**src/moie_consts.svh**
```systemverilog
`ifndef MOIE_CONSTS_SVH
`define MOIE_CONSTS_SVH
// Register map (byte addresses)
`define MOIE_OFF_CTRL 12'h000
`define MOIE_OFF_INSTR 12'h004
`define MOIE_OFF_ACC 12'h008
`define MOIE_OFF_STATUS 12'h00C
`define MOIE_OFF_MEM 12'h200
// Field positions
`define MOIE_CTRL_GO 0
`define MOIE_STAT_ZERO 0
`define MOIE_STAT_BUSY 1
`define MOIE_INSTR_DEST 7
// Opcode field [13:8]; load immediate decodes only [13:10], so [9:8] are free
`define MOIE_OP_OR 6'h04
`define MOIE_OP_COPY 6'h08
`define MOIE_OP_STORE_IDLE 6'h00
`define MOIE_OP_LOAD_IMM 4'hC
// Reset value, memory depth and execution cycles
`define MOIE_ACC_RST 8'h00
`define MOIE_MEM_WORDS 128
`define MOIE_EXEC_CYCLES 1
`endif

```
**src/moie_pkg.sv**
```systemverilog
package moie_pkg;
  typedef enum logic [2:0] {
    MOIE_IDLE_INSTRUCTION,
    MOIE_OR_ACC_INTO_OPERAND,
    MOIE_COPY_OPERAND,
    MOIE_STORE_ACC,
    MOIE_LOAD_IMMEDIATE,
    MOIE_UNKNOWN
  } moie_op_t;
  typedef struct packed {
    moie_op_t op;
    logic dest;
    logic [6:0] addr;
    logic [7:0] imm;
  } moie_dec_t;
  typedef struct packed {
    logic acc_we;
    logic [7:0] acc_val;
    logic mem_we;
    logic [6:0] mem_addr;
    logic [7:0] mem_val;
    logic zero_we;
    logic zero_val;
  } moie_wb_t;
endpackage

```
**src/moie_exec_unit.sv**
```systemverilog
`include "moie_consts.svh"
// Combinational decode and execute of one instruction word
module moie_exec_unit
  import moie_pkg::*;
(
  input wire logic [13:0] instr, // Instruction word
  input wire logic [7:0] acc, // Accumulator value
  input wire logic [7:0] operand, // Addressed memory value
  output moie_wb_t wb, // Write-back set
  output moie_dec_t dec // Decoded fields
);
  // Field decode used for both read address and execution
  function automatic moie_dec_t decode(input logic [13:0] w);
    moie_dec_t d;
    d.dest = w[`MOIE_INSTR_DEST];
    d.addr = w[6:0];
    d.imm = w[7:0];
    d.op = MOIE_UNKNOWN;
    if (w[13:8] == `MOIE_OP_OR) d.op = MOIE_OR_ACC_INTO_OPERAND;
    else if (w[13:8] == `MOIE_OP_COPY) d.op = MOIE_COPY_OPERAND;
    else if (w[13:10] == `MOIE_OP_LOAD_IMM) d.op = MOIE_LOAD_IMMEDIATE; // don't-care bits ignored
    else if (w[13:8] == `MOIE_OP_STORE_IDLE && w[7]) d.op = MOIE_STORE_ACC;
    else if (w[13:7] == 7'h00 && w[4:0] == 5'h00) d.op = MOIE_IDLE_INSTRUCTION;
    return d;
  endfunction

  logic [7:0] result;
  assign dec = decode(instr);

  // Result and write-back selection
  always_comb begin
    wb = '0;
    result = 8'h00;
    wb.mem_addr = dec.addr;
    unique case (dec.op)
      MOIE_OR_ACC_INTO_OPERAND: begin
        result = acc | operand;
        wb.zero_we = 1'b1;
      end
      MOIE_COPY_OPERAND: begin
        result = operand;
        wb.zero_we = 1'b1;
      end
      MOIE_STORE_ACC: begin
        wb.mem_we = 1'b1;
        wb.mem_val = acc;
      end
      MOIE_LOAD_IMMEDIATE: begin
        wb.acc_we = 1'b1;
        wb.acc_val = dec.imm;
      end
      MOIE_IDLE_INSTRUCTION, MOIE_UNKNOWN: ;
    endcase
    if (dec.op == MOIE_OR_ACC_INTO_OPERAND || dec.op == MOIE_COPY_OPERAND) begin
      wb.zero_val = (result == 8'h00);
      wb.acc_we = ~dec.dest;
      wb.acc_val = result;
      wb.mem_we = dec.dest;
      wb.mem_val = result;
    end
  end
endmodule

```
**src/moie_core.sv**
```systemverilog
// The AXI4-Lite register port and the register offsets were chosen for this implementation.
`include "moie_consts.svh"
// Contract
// - OR-into-operand forms accumulator OR operand and updates the zero flag.
// - Target bit 0 writes accumulator, 1 writes the addressed register back.
// - Copy-operand moves register to target, sets zero flag; one word, one cycle.
// - Copy with target 1 rewrites register unchanged and still updates zero.
// - Store-accumulator writes accumulator to register, flags unchanged, one cycle.
// - Load-immediate puts 8-bit immediate in accumulator, flags unchanged, one cycle.
module moie_core
  import moie_pkg::*;
(
  input wire logic aclk, // Clock, 250 MHz
  input wire logic aresetn, // Synchronous reset, active low
  input wire logic [31:0] s_axi_awaddr, // Write address
  input wire logic s_axi_awvalid, // Write address valid
  output logic s_axi_awready, // Write address ready
  input wire logic [31:0] s_axi_wdata, // Write data
  input wire logic [3:0] s_axi_wstrb, // Write strobes
  input wire logic s_axi_wvalid, // Write data valid
  output logic s_axi_wready, // Write data ready
  output logic [1:0] s_axi_bresp, // Write response
  output logic s_axi_bvalid, // Write response valid
  input wire logic s_axi_bready, // Write response ready
  input wire logic [31:0] s_axi_araddr, // Read address
  input wire logic s_axi_arvalid, // Read address valid
  output logic s_axi_arready, // Read address ready
  output logic [31:0] s_axi_rdata, // Read data
  output logic [1:0] s_axi_rresp, // Read response
  output logic s_axi_rvalid, // Read data valid
  input wire logic s_axi_rready // Read data ready
);
  typedef struct packed {
    logic aw_got;
    logic [11:0] aw_addr;
    logic w_got;
    logic [31:0] w_data;
    logic [3:0] w_strb;
    logic bvalid;
    logic [1:0] bresp;
    logic rvalid;
    logic [1:0] rresp;
    logic [31:0] rdata;
    logic [13:0] instr;
    logic [7:0] acc;
    logic zero;
    logic busy;
    logic done;
  } moie_state_t;

  moie_state_t st, next_st;
  logic [7:0] mem [0:`MOIE_MEM_WORDS-1];
  moie_wb_t wb;
  moie_dec_t dec;
  logic wr_fire, exec_go, mem_sw_we;
  logic [6:0] sw_idx;

  // --------------------------------------------------------------------
  // Execution unit
  // --------------------------------------------------------------------
  moie_exec_unit u_exec (
    .instr(st.instr),
    .acc(st.acc),
    .operand(mem[dec.addr]),
    .wb(wb),
    .dec(dec)
  );

  // --------------------------------------------------------------------
  // Bus channels
  // --------------------------------------------------------------------
  // Bus handshakes are combinational off the capture flags
  assign s_axi_awready = ~st.aw_got & ~st.bvalid;
  assign s_axi_wready = ~st.w_got & ~st.bvalid;
  assign s_axi_arready = ~st.rvalid;
  assign s_axi_bvalid = st.bvalid;
  assign s_axi_bresp = st.bresp;
  assign s_axi_rvalid = st.rvalid;
  assign s_axi_rresp = st.rresp;
  assign s_axi_rdata = st.rdata;
  assign wr_fire = st.aw_got & st.w_got & ~st.bvalid;
  assign exec_go = wr_fire && st.aw_addr == `MOIE_OFF_CTRL && st.w_strb[0] && st.w_data[`MOIE_CTRL_GO];
  assign sw_idx = st.aw_addr[8:2];
  assign mem_sw_we = wr_fire && st.aw_addr[11:9] == 3'h1 && st.w_strb[0] && ~st.busy;

  // --------------------------------------------------------------------
  // Next state
  // --------------------------------------------------------------------
  always_comb begin
    next_st = st;
    next_st.done = 1'b0;
    // Address and data are captured on their own; either may come first
    if (s_axi_awvalid && s_axi_awready) begin
      next_st.aw_got = 1'b1;
      next_st.aw_addr = s_axi_awaddr[11:0];
    end
    if (s_axi_wvalid && s_axi_wready) begin
      next_st.w_got = 1'b1;
      next_st.w_data = s_axi_wdata;
      next_st.w_strb = s_axi_wstrb;
    end
    // Register writes; the map is small so decode is flat
    // Instr, acc and memory writes are dropped while busy, so the operand cannot move mid-run
    // Unmapped offsets answer SLVERR and change nothing
    if (wr_fire) begin
      next_st.aw_got = 1'b0;
      next_st.w_got = 1'b0;
      next_st.bvalid = 1'b1;
      next_st.bresp = 2'b00;
      if (st.aw_addr == `MOIE_OFF_INSTR && !st.busy) begin
        if (st.w_strb[0]) next_st.instr[7:0] = st.w_data[7:0];
        if (st.w_strb[1]) next_st.instr[13:8] = st.w_data[13:8];
      end else if (st.aw_addr == `MOIE_OFF_ACC && !st.busy) begin
        if (st.w_strb[0]) next_st.acc = st.w_data[7:0];
      end else if (exec_go) begin
        next_st.busy = 1'b1;
      end else if (st.aw_addr != `MOIE_OFF_CTRL && st.aw_addr != `MOIE_OFF_STATUS
                   && st.aw_addr[11:9] != 3'h1 && st.aw_addr != `MOIE_OFF_INSTR
                   && st.aw_addr != `MOIE_OFF_ACC) begin
        next_st.bresp = 2'b10;
      end
    end
    // Response holds until the master takes it
    if (st.bvalid && s_axi_bready) next_st.bvalid = 1'b0;
    // Execute the loaded word in a single cycle
    if (st.busy) begin
      if (wb.acc_we) next_st.acc = wb.acc_val;
      if (wb.zero_we) next_st.zero = wb.zero_val;
      next_st.busy = 1'b0;
      next_st.done = 1'b1;
    end
    // Read channel
    // Control reads as zero; unknown offsets answer SLVERR with zero data
    if (s_axi_arvalid && s_axi_arready) begin
      next_st.rvalid = 1'b1;
      next_st.rresp = 2'b00;
      next_st.rdata = 32'h0000_0000;
      if (s_axi_araddr[11:0] == `MOIE_OFF_INSTR) next_st.rdata[13:0] = st.instr;
      else if (s_axi_araddr[11:0] == `MOIE_OFF_ACC) next_st.rdata[7:0] = st.acc;
      else if (s_axi_araddr[11:0] == `MOIE_OFF_STATUS) begin
        next_st.rdata[`MOIE_STAT_ZERO] = st.zero;
        next_st.rdata[`MOIE_STAT_BUSY] = st.busy;
      end else if (s_axi_araddr[11:9] == 3'h1) next_st.rdata[7:0] = mem[s_axi_araddr[8:2]];
      else if (s_axi_araddr[11:0] != `MOIE_OFF_CTRL) next_st.rresp = 2'b10;
    end else if (st.rvalid && s_axi_rready) begin
      next_st.rvalid = 1'b0;
    end
  end

  // --------------------------------------------------------------------
  // Registers
  // --------------------------------------------------------------------
  // State register
  always_ff @(posedge aclk) begin
    if (!aresetn) begin
      st <= '0;
      st.acc <= `MOIE_ACC_RST;
    end else begin
      st <= next_st;
    end
  end

  // Data memory; execution write-back beats software since busy blocks software writes
  always_ff @(posedge aclk) begin
    if (st.busy && wb.mem_we) mem[wb.mem_addr] <= wb.mem_val;
    else if (mem_sw_we) mem[sw_idx] <= st.w_data[7:0];
  end
endmodule

```
**config.mk**
```make
export PLATFORM = sky130hd
export DESIGN_NAME = moie_core
export DESIGN_NICKNAME = d
export VERILOG_FILES = /design/src/moie_pkg.sv /design/src/moie_exec_unit.sv /design/src/moie_core.sv
export VERILOG_INCLUDE_DIRS = /design/src /design/src/src
export SDC_FILE = /design/constraint.sdc
export NUM_CORES = 2
export LEC_CHECK = 0
export ABC_AREA = 1
export BUFFER_PORTS_ARGS = -buffer_cell sky130_fd_sc_hd__buf_2
export CAP_MARGIN = 20
export CELL_PAD_IN_SITES_DETAIL_PLACEMENT = 1
export CELL_PAD_IN_SITES_GLOBAL_PLACEMENT = 1
export CORE_ASPECT_RATIO = 1.75
export CORE_MARGIN = 2
export CORE_UTILIZATION = 44
export DETAILED_ROUTE_END_ITERATION = 10
export GPL_ROUTABILITY_DRIVEN = 1
export PLACE_DENSITY = 0.82
export SLEW_MARGIN = 20
export SYNTH_ARGS = -nofsm -noshare
export SYNTH_HDL_FRONTEND = slang
export SYNTH_HIERARCHICAL = 1
export SYNTH_SLANG_ARGS = --single-unit
```
**constraint.sdc**
```tcl
create_clock -name aclk -period 8 [get_ports aclk]
set_input_delay 0.8 -clock aclk [delete_from_list [all_inputs] [get_ports aclk]]
set_output_delay 0.8 -clock aclk [all_outputs]
set_load 0.03 [all_outputs]
```
Word-level counts from Yosys, hierarchy flattened
Memory sizes are Yosys's and may differ from the RTL's. A register that Yosys moved wholly into a read port is not among the register bits.
Index checks and enable logic that the tools add are counted.

operators by class
  add/subtract/negate cells = 0
  multiply operators = 0
  div/mod/pow operators = 0
  $lt $le $gt $ge = 0
  equal/unequal tests = 18
  shift-type cells = 0
  multiplexer cells = 51
  bitwise logic cells = 13
  reductions and logical operators = 38

operators by type and width
  kind                                                                       number
  8-bit two-way mux                                                          11
  12-bit by 4-bit == test with 1-bit output (second input constant)          3
  12-bit by 3-bit == test with 1-bit output (second input constant)          2
  12-bit by 4-bit inequality test with 1-bit output (second input constant)  2
  12-bit nonzero test                                                        2
  7-bit two-way mux                                                          3
  1-bit logical AND                                                          20
  2-bit two-way mux                                                          10
  1-bit two-way mux                                                          16
  8-bit case mux with 2 select lines                                         1
  3-bit two-way mux                                                          5
  12-bit zero test                                                           1
  6-bit two-way mux                                                          2
  12-bit by 3-bit inequality test with 1-bit output (second input constant)  1
  11-bit two-way mux                                                         1
  10-bit two-way mux                                                         1
  3-bit by 1-bit == test with 1-bit output (second input constant)           3
  9-bit two-way mux                                                          1
  8-bit zero test                                                            1
  1-bit NOT                                                                  8
  8-bit OR                                                                   1
  8-bit OR reduction                                                         1
  7-bit zero test                                                            1
  3-bit by 2-bit == test with 1-bit output (second input constant)           2
  other kinds (15)                                                           21

storage, ports and cells
  flip-flop bits (word level) = 74
  latch bits = 0
  memory bits (writable) = 1,024
  ROM bits = 0
  bits of input ports = 107
  logic and storage cells = 136
  memories kept = 1

memories
  name  words  bits a word  rd ports  clocked after Yosys merged registers in  wr ports  line             source
  mem   128    8            2         1                                        1         moie_core.sv:52  logic [7:0] mem [0:`MOIE_MEM_WORDS-1];

Logic depth before layout (Yosys ltp)
  word-level depth = 15
  gate-level depth with buffers = 24
  mapped depth without buffers = 20

Hierarchy
Netlist, hierarchy kept.

by module, submodules not included
  module          instances  cells each  area an instance (um^2)  seq. area each (um^2)
  moie_core       1          5,709       53,415.0                 32,190.9
  moie_exec_unit  1          128         733.2                    0.0

Worst setup path after synthesis
No wires, ideal clock.

  path type = register to register
  start point = register st, in the netlist s_axi_bvalid
  end point = memory mem[0][0] (data pin)
  library setup time = 1.197 ns
  arrival time = 6.435 ns
  data required time = 6.803 ns
  setup slack = 0.368 ns
  stages on the path, launching flop included = 9
  buffers on the path = 3
  cell sequence = dfxtp_1 > nor3_4 > nand2_2 > inv_2 > nand3_4 > buf_6 > buf_6 > clkbuf_1 > o21ai_0

on the way
  longest elaborated chain between the ends = 10

ends and longest elaborated chain
  element                                  line              source
  start: declaration                       moie_core.sv:51   moie_state_t st, next_st;
  start signal: assignment                 moie_core.sv:159  st <= next_st;
  1-bit NOT                                moie_core.sv:81   assign wr_fire = st.aw_got & st.w_got & ~st.bvalid;
  1-bit bitwise AND                        moie_core.sv:81
  1-bit logical AND (3 in a row)           moie_core.sv:84   assign mem_sw_we = wr_fire && st.aw_addr[11:9] == 3'h1 && st.w_strb[0] && ~st.busy;
  1-bit two-way mux                        moie_core.sv:166  else if (mem_sw_we) mem[sw_idx] <= st.w_data[7:0];
  1-bit two-way mux                        moie_core.sv:165  if (st.busy && wb.mem_we) mem[wb.mem_addr] <= wb.mem_val;
  1-bit two-way mux (implied by the code)  moie_core.sv:166
  8-bit OR reduction (no source line)      --
  8-bit two-way mux (no source line)       --
  end: declaration                         moie_core.sv:52

Every way passes these cells.

==> impl_metrics.env <==
export IMPL_maxSlewViolCount=0
export IMPL_pwr_share_clk_pct=41.4
export IMPL_coreArea_mm2=0.122
export IMPL_clkLatencyLatePin_ns=0.74
export IMPL_cts_hold_buf=0
export IMPL_routedWlPerCell_um=30.2
export IMPL_drv_cap=0
export IMPL_hp_class="in2reg"
export IMPL_ios=148
export IMPL_drive_above_1_share_pct=7.07
export IMPL_cp_end_kind="flip-flop"
export IMPL_antenna_left=0
export IMPL_status="complete, no violations"
export IMPL_seqPwrFrac_pct=52.4
export IMPL_crit_arrival_ns=6.38
export IMPL_gr_total_overflow=0
export IMPL_dpl_worst_slack_ns=2.41
export IMPL_rows=170
export IMPL_fp_dieH_um=468
export IMPL_via_per_inst=6.51
export IMPL_syn_inst=5820
export IMPL_wirelength_mm=222
export IMPL_drc=0
export IMPL_hpwl_mm=132
export IMPL_netlist_area_mm2=0.0540
export IMPL_slew_headroom_pct=17.1
export IMPL_fillers=13800
export IMPL_sw_frac_of_total_pct=24.2
export IMPL_power_frac_comb_pct=6.2
export IMPL_grt_max_degree=160
export IMPL_root_buffer="clkbuf_16"
export IMPL_powerDensity_mw_per_mm2=202
export IMPL_die_area_mm2=0.126
export IMPL_clock_sinks=1096
export IMPL_finClkSkew_ns=0.0272
export IMPL_cts_inserted_buffers=97
export IMPL_drt_pre_antenna_iters=6
export IMPL_switching_power_uw=2860
export IMPL_antenna_found_initial=7
export IMPL_worst_slew_pin_slew_ns=1.24
export IMPL_vias=47800
export IMPL_grt_pass1_vias=49600
export IMPL_place_congestion=0.929
export IMPL_finish_net_count=5729
export IMPL_hold_viol=0
export IMPL_postSynthAreaPerCell_um2=9.28
export IMPL_fin_ws_ns=2.04
export IMPL_cp_start_kind="flip-flop"
export IMPL_clk_pin_slew_worst_paths_ns=0.07
export IMPL_min_period_over_period_pct=74.5
export IMPL_finalSetupTns_ns=0
export IMPL_cts_max_level=3
export IMPL_drt_iter0_drc=5504
export IMPL_power_leakage_uw=0.0200
export IMPL_yosysWarnings=6
export IMPL_intPower_uw=8960
export IMPL_place_port_buffers=67
export IMPL_grtUsageTotal_pct=35.0
export IMPL_path_class="reg2reg"
export IMPL_cts_setup_buffers=0
export IMPL_final_util_pct=47.9
export IMPL_die_x_um=269
export IMPL_required_ns=8.42
export IMPL_area_delta_synth_final_pct=8.52
export IMPL_fmax_ghz=0.168
export IMPL_rsz0062_at_grt="no"
export IMPL_initial_core_util_pct=44.2
export IMPL_peakVddDrop_v=0.000181
export IMPL_cts_tree="built"
export IMPL_fin_crit_ns=5.96
export IMPL_path_max_fanout=140
export IMPL_ctsResizeCount=0
export IMPL_grt_pass1_wl_mm=320
export IMPL_clock_path_buffers=3
export IMPL_finalSetupViolations=0
[area by class of cell]
type | count | area [um^2] | area share (%)
Clock inverter | 59 | 512 | 0.873
Timing Repair Buffer | 149 | 1250 | 2.14
Inverter | 350 | 1330 | 2.27
Clock buffer | 121 | 2680 | 4.58
Tap cell | 1634 | 2040 | 3.49
Multi-Input combinational cell | 3928 | 18600 | 31.7
Sequential cell | 1096 | 32200 | 54.9
Antenna cell | 7 | 17.5 | 0.0299
[worst paths after layout]
| kind | endpoint | slack (ns) | startpoint | depth (start not counted) |
|---|---|---|---|---|
| hold reg to reg | st[78] | 0.48 | st[78] | 2 |
| hold / removal | s_axi_bvalid | 0.27 | s_axi_bready | 2 |
| setup / recovery | mem[23][5] | 2.04 | st[11] | 19 |
| setup reg to reg | mem[23][5] | 2.04 | st[11] | 19 |
[registers in the layout, indices dropped and copies added (netlist names)]
signal and cells:
s_axi_rdata 14, mem 1024, st 54, s_axi_rvalid 1
s_axi_rresp 1, s_axi_bresp 1, s_axi_bvalid 1
[power by group through the flow]
stage               sequential, uW  clock [uW]  combinational (uW)
finish                        6200        4890                 736
global route                  6190        5050                 774
CTS                           6200        4870                 705
detailed placement            6320           0                 699
global placement              6320           0                 678
floorplan                     6320           0                 431
[critical path, cell delays in order (launching register included)]
cell	delay [ns]
dfxtp_4	0.56
inv_8	0.74
buf_12	0.43
o21ai_0	0.15
o22ai_1	0.22
o21ai_0	0.13
o221ai_1	0.92
nand3_1	0.29
nand2_1	0.25
nor2_1	0.07
a21oi_1	0.17
inv_1	0.13
nand2_1	0.09
nand4_1	0.12
o21ai_2	0.13
inv_1	0.07
o21ai_0	0.11
nand2_1	0.13
o21ai_4	0.12
buf_12	0.50
[through the flow]
step                      area (um^2)  power, uW  hold slack, ns  cells
after floorplan                 54100       6750           0.439   5839
after global placement          55300       7000           0.454   7148
after detailed placement        55300       7020           0.462   7148
after CTS                       58500      11800           0.240   7328
after global routing            58600      12000           0.270   7338
final                           58600      11800           0.269   7344
[routing by layer]
metal | GRT usage (%) | share of wire, % | wire, um
met1 | 38.0 | 32 | 71700
met2 | 57.4 | 47 | 105000
met3 | 6.97 | 9.7 | 21500
met4 | 31.9 | 11 | 23300
met5 | 0 | 0.015 | 34
[layout by cell type, fill, tap and decap left out, types with 11 or more instances in the layout]
cell / instances
edfxtp_1: 1024
nand2_1: 1001
nor2_1: 949
o21ai_0: 743
inv_1: 327
nand3_1: 299
a21oi_1: 293
o22ai_1: 196
nand4_1: 162
clkbuf_16: 102
dfxtp_1: 67
buf_2: 66
buf_4: 59
a22oi_1: 54
o221ai_1: 53
buf_12: 22
clkinv_2: 21
conb_1: 20
inv_2: 17
clkinv_1: 16
nand2_2: 14
clkbuf_1: 13
o21ai_4: 12
nor2_4: 12
nor3_1: 11
(Power assumes the default switching activity.)
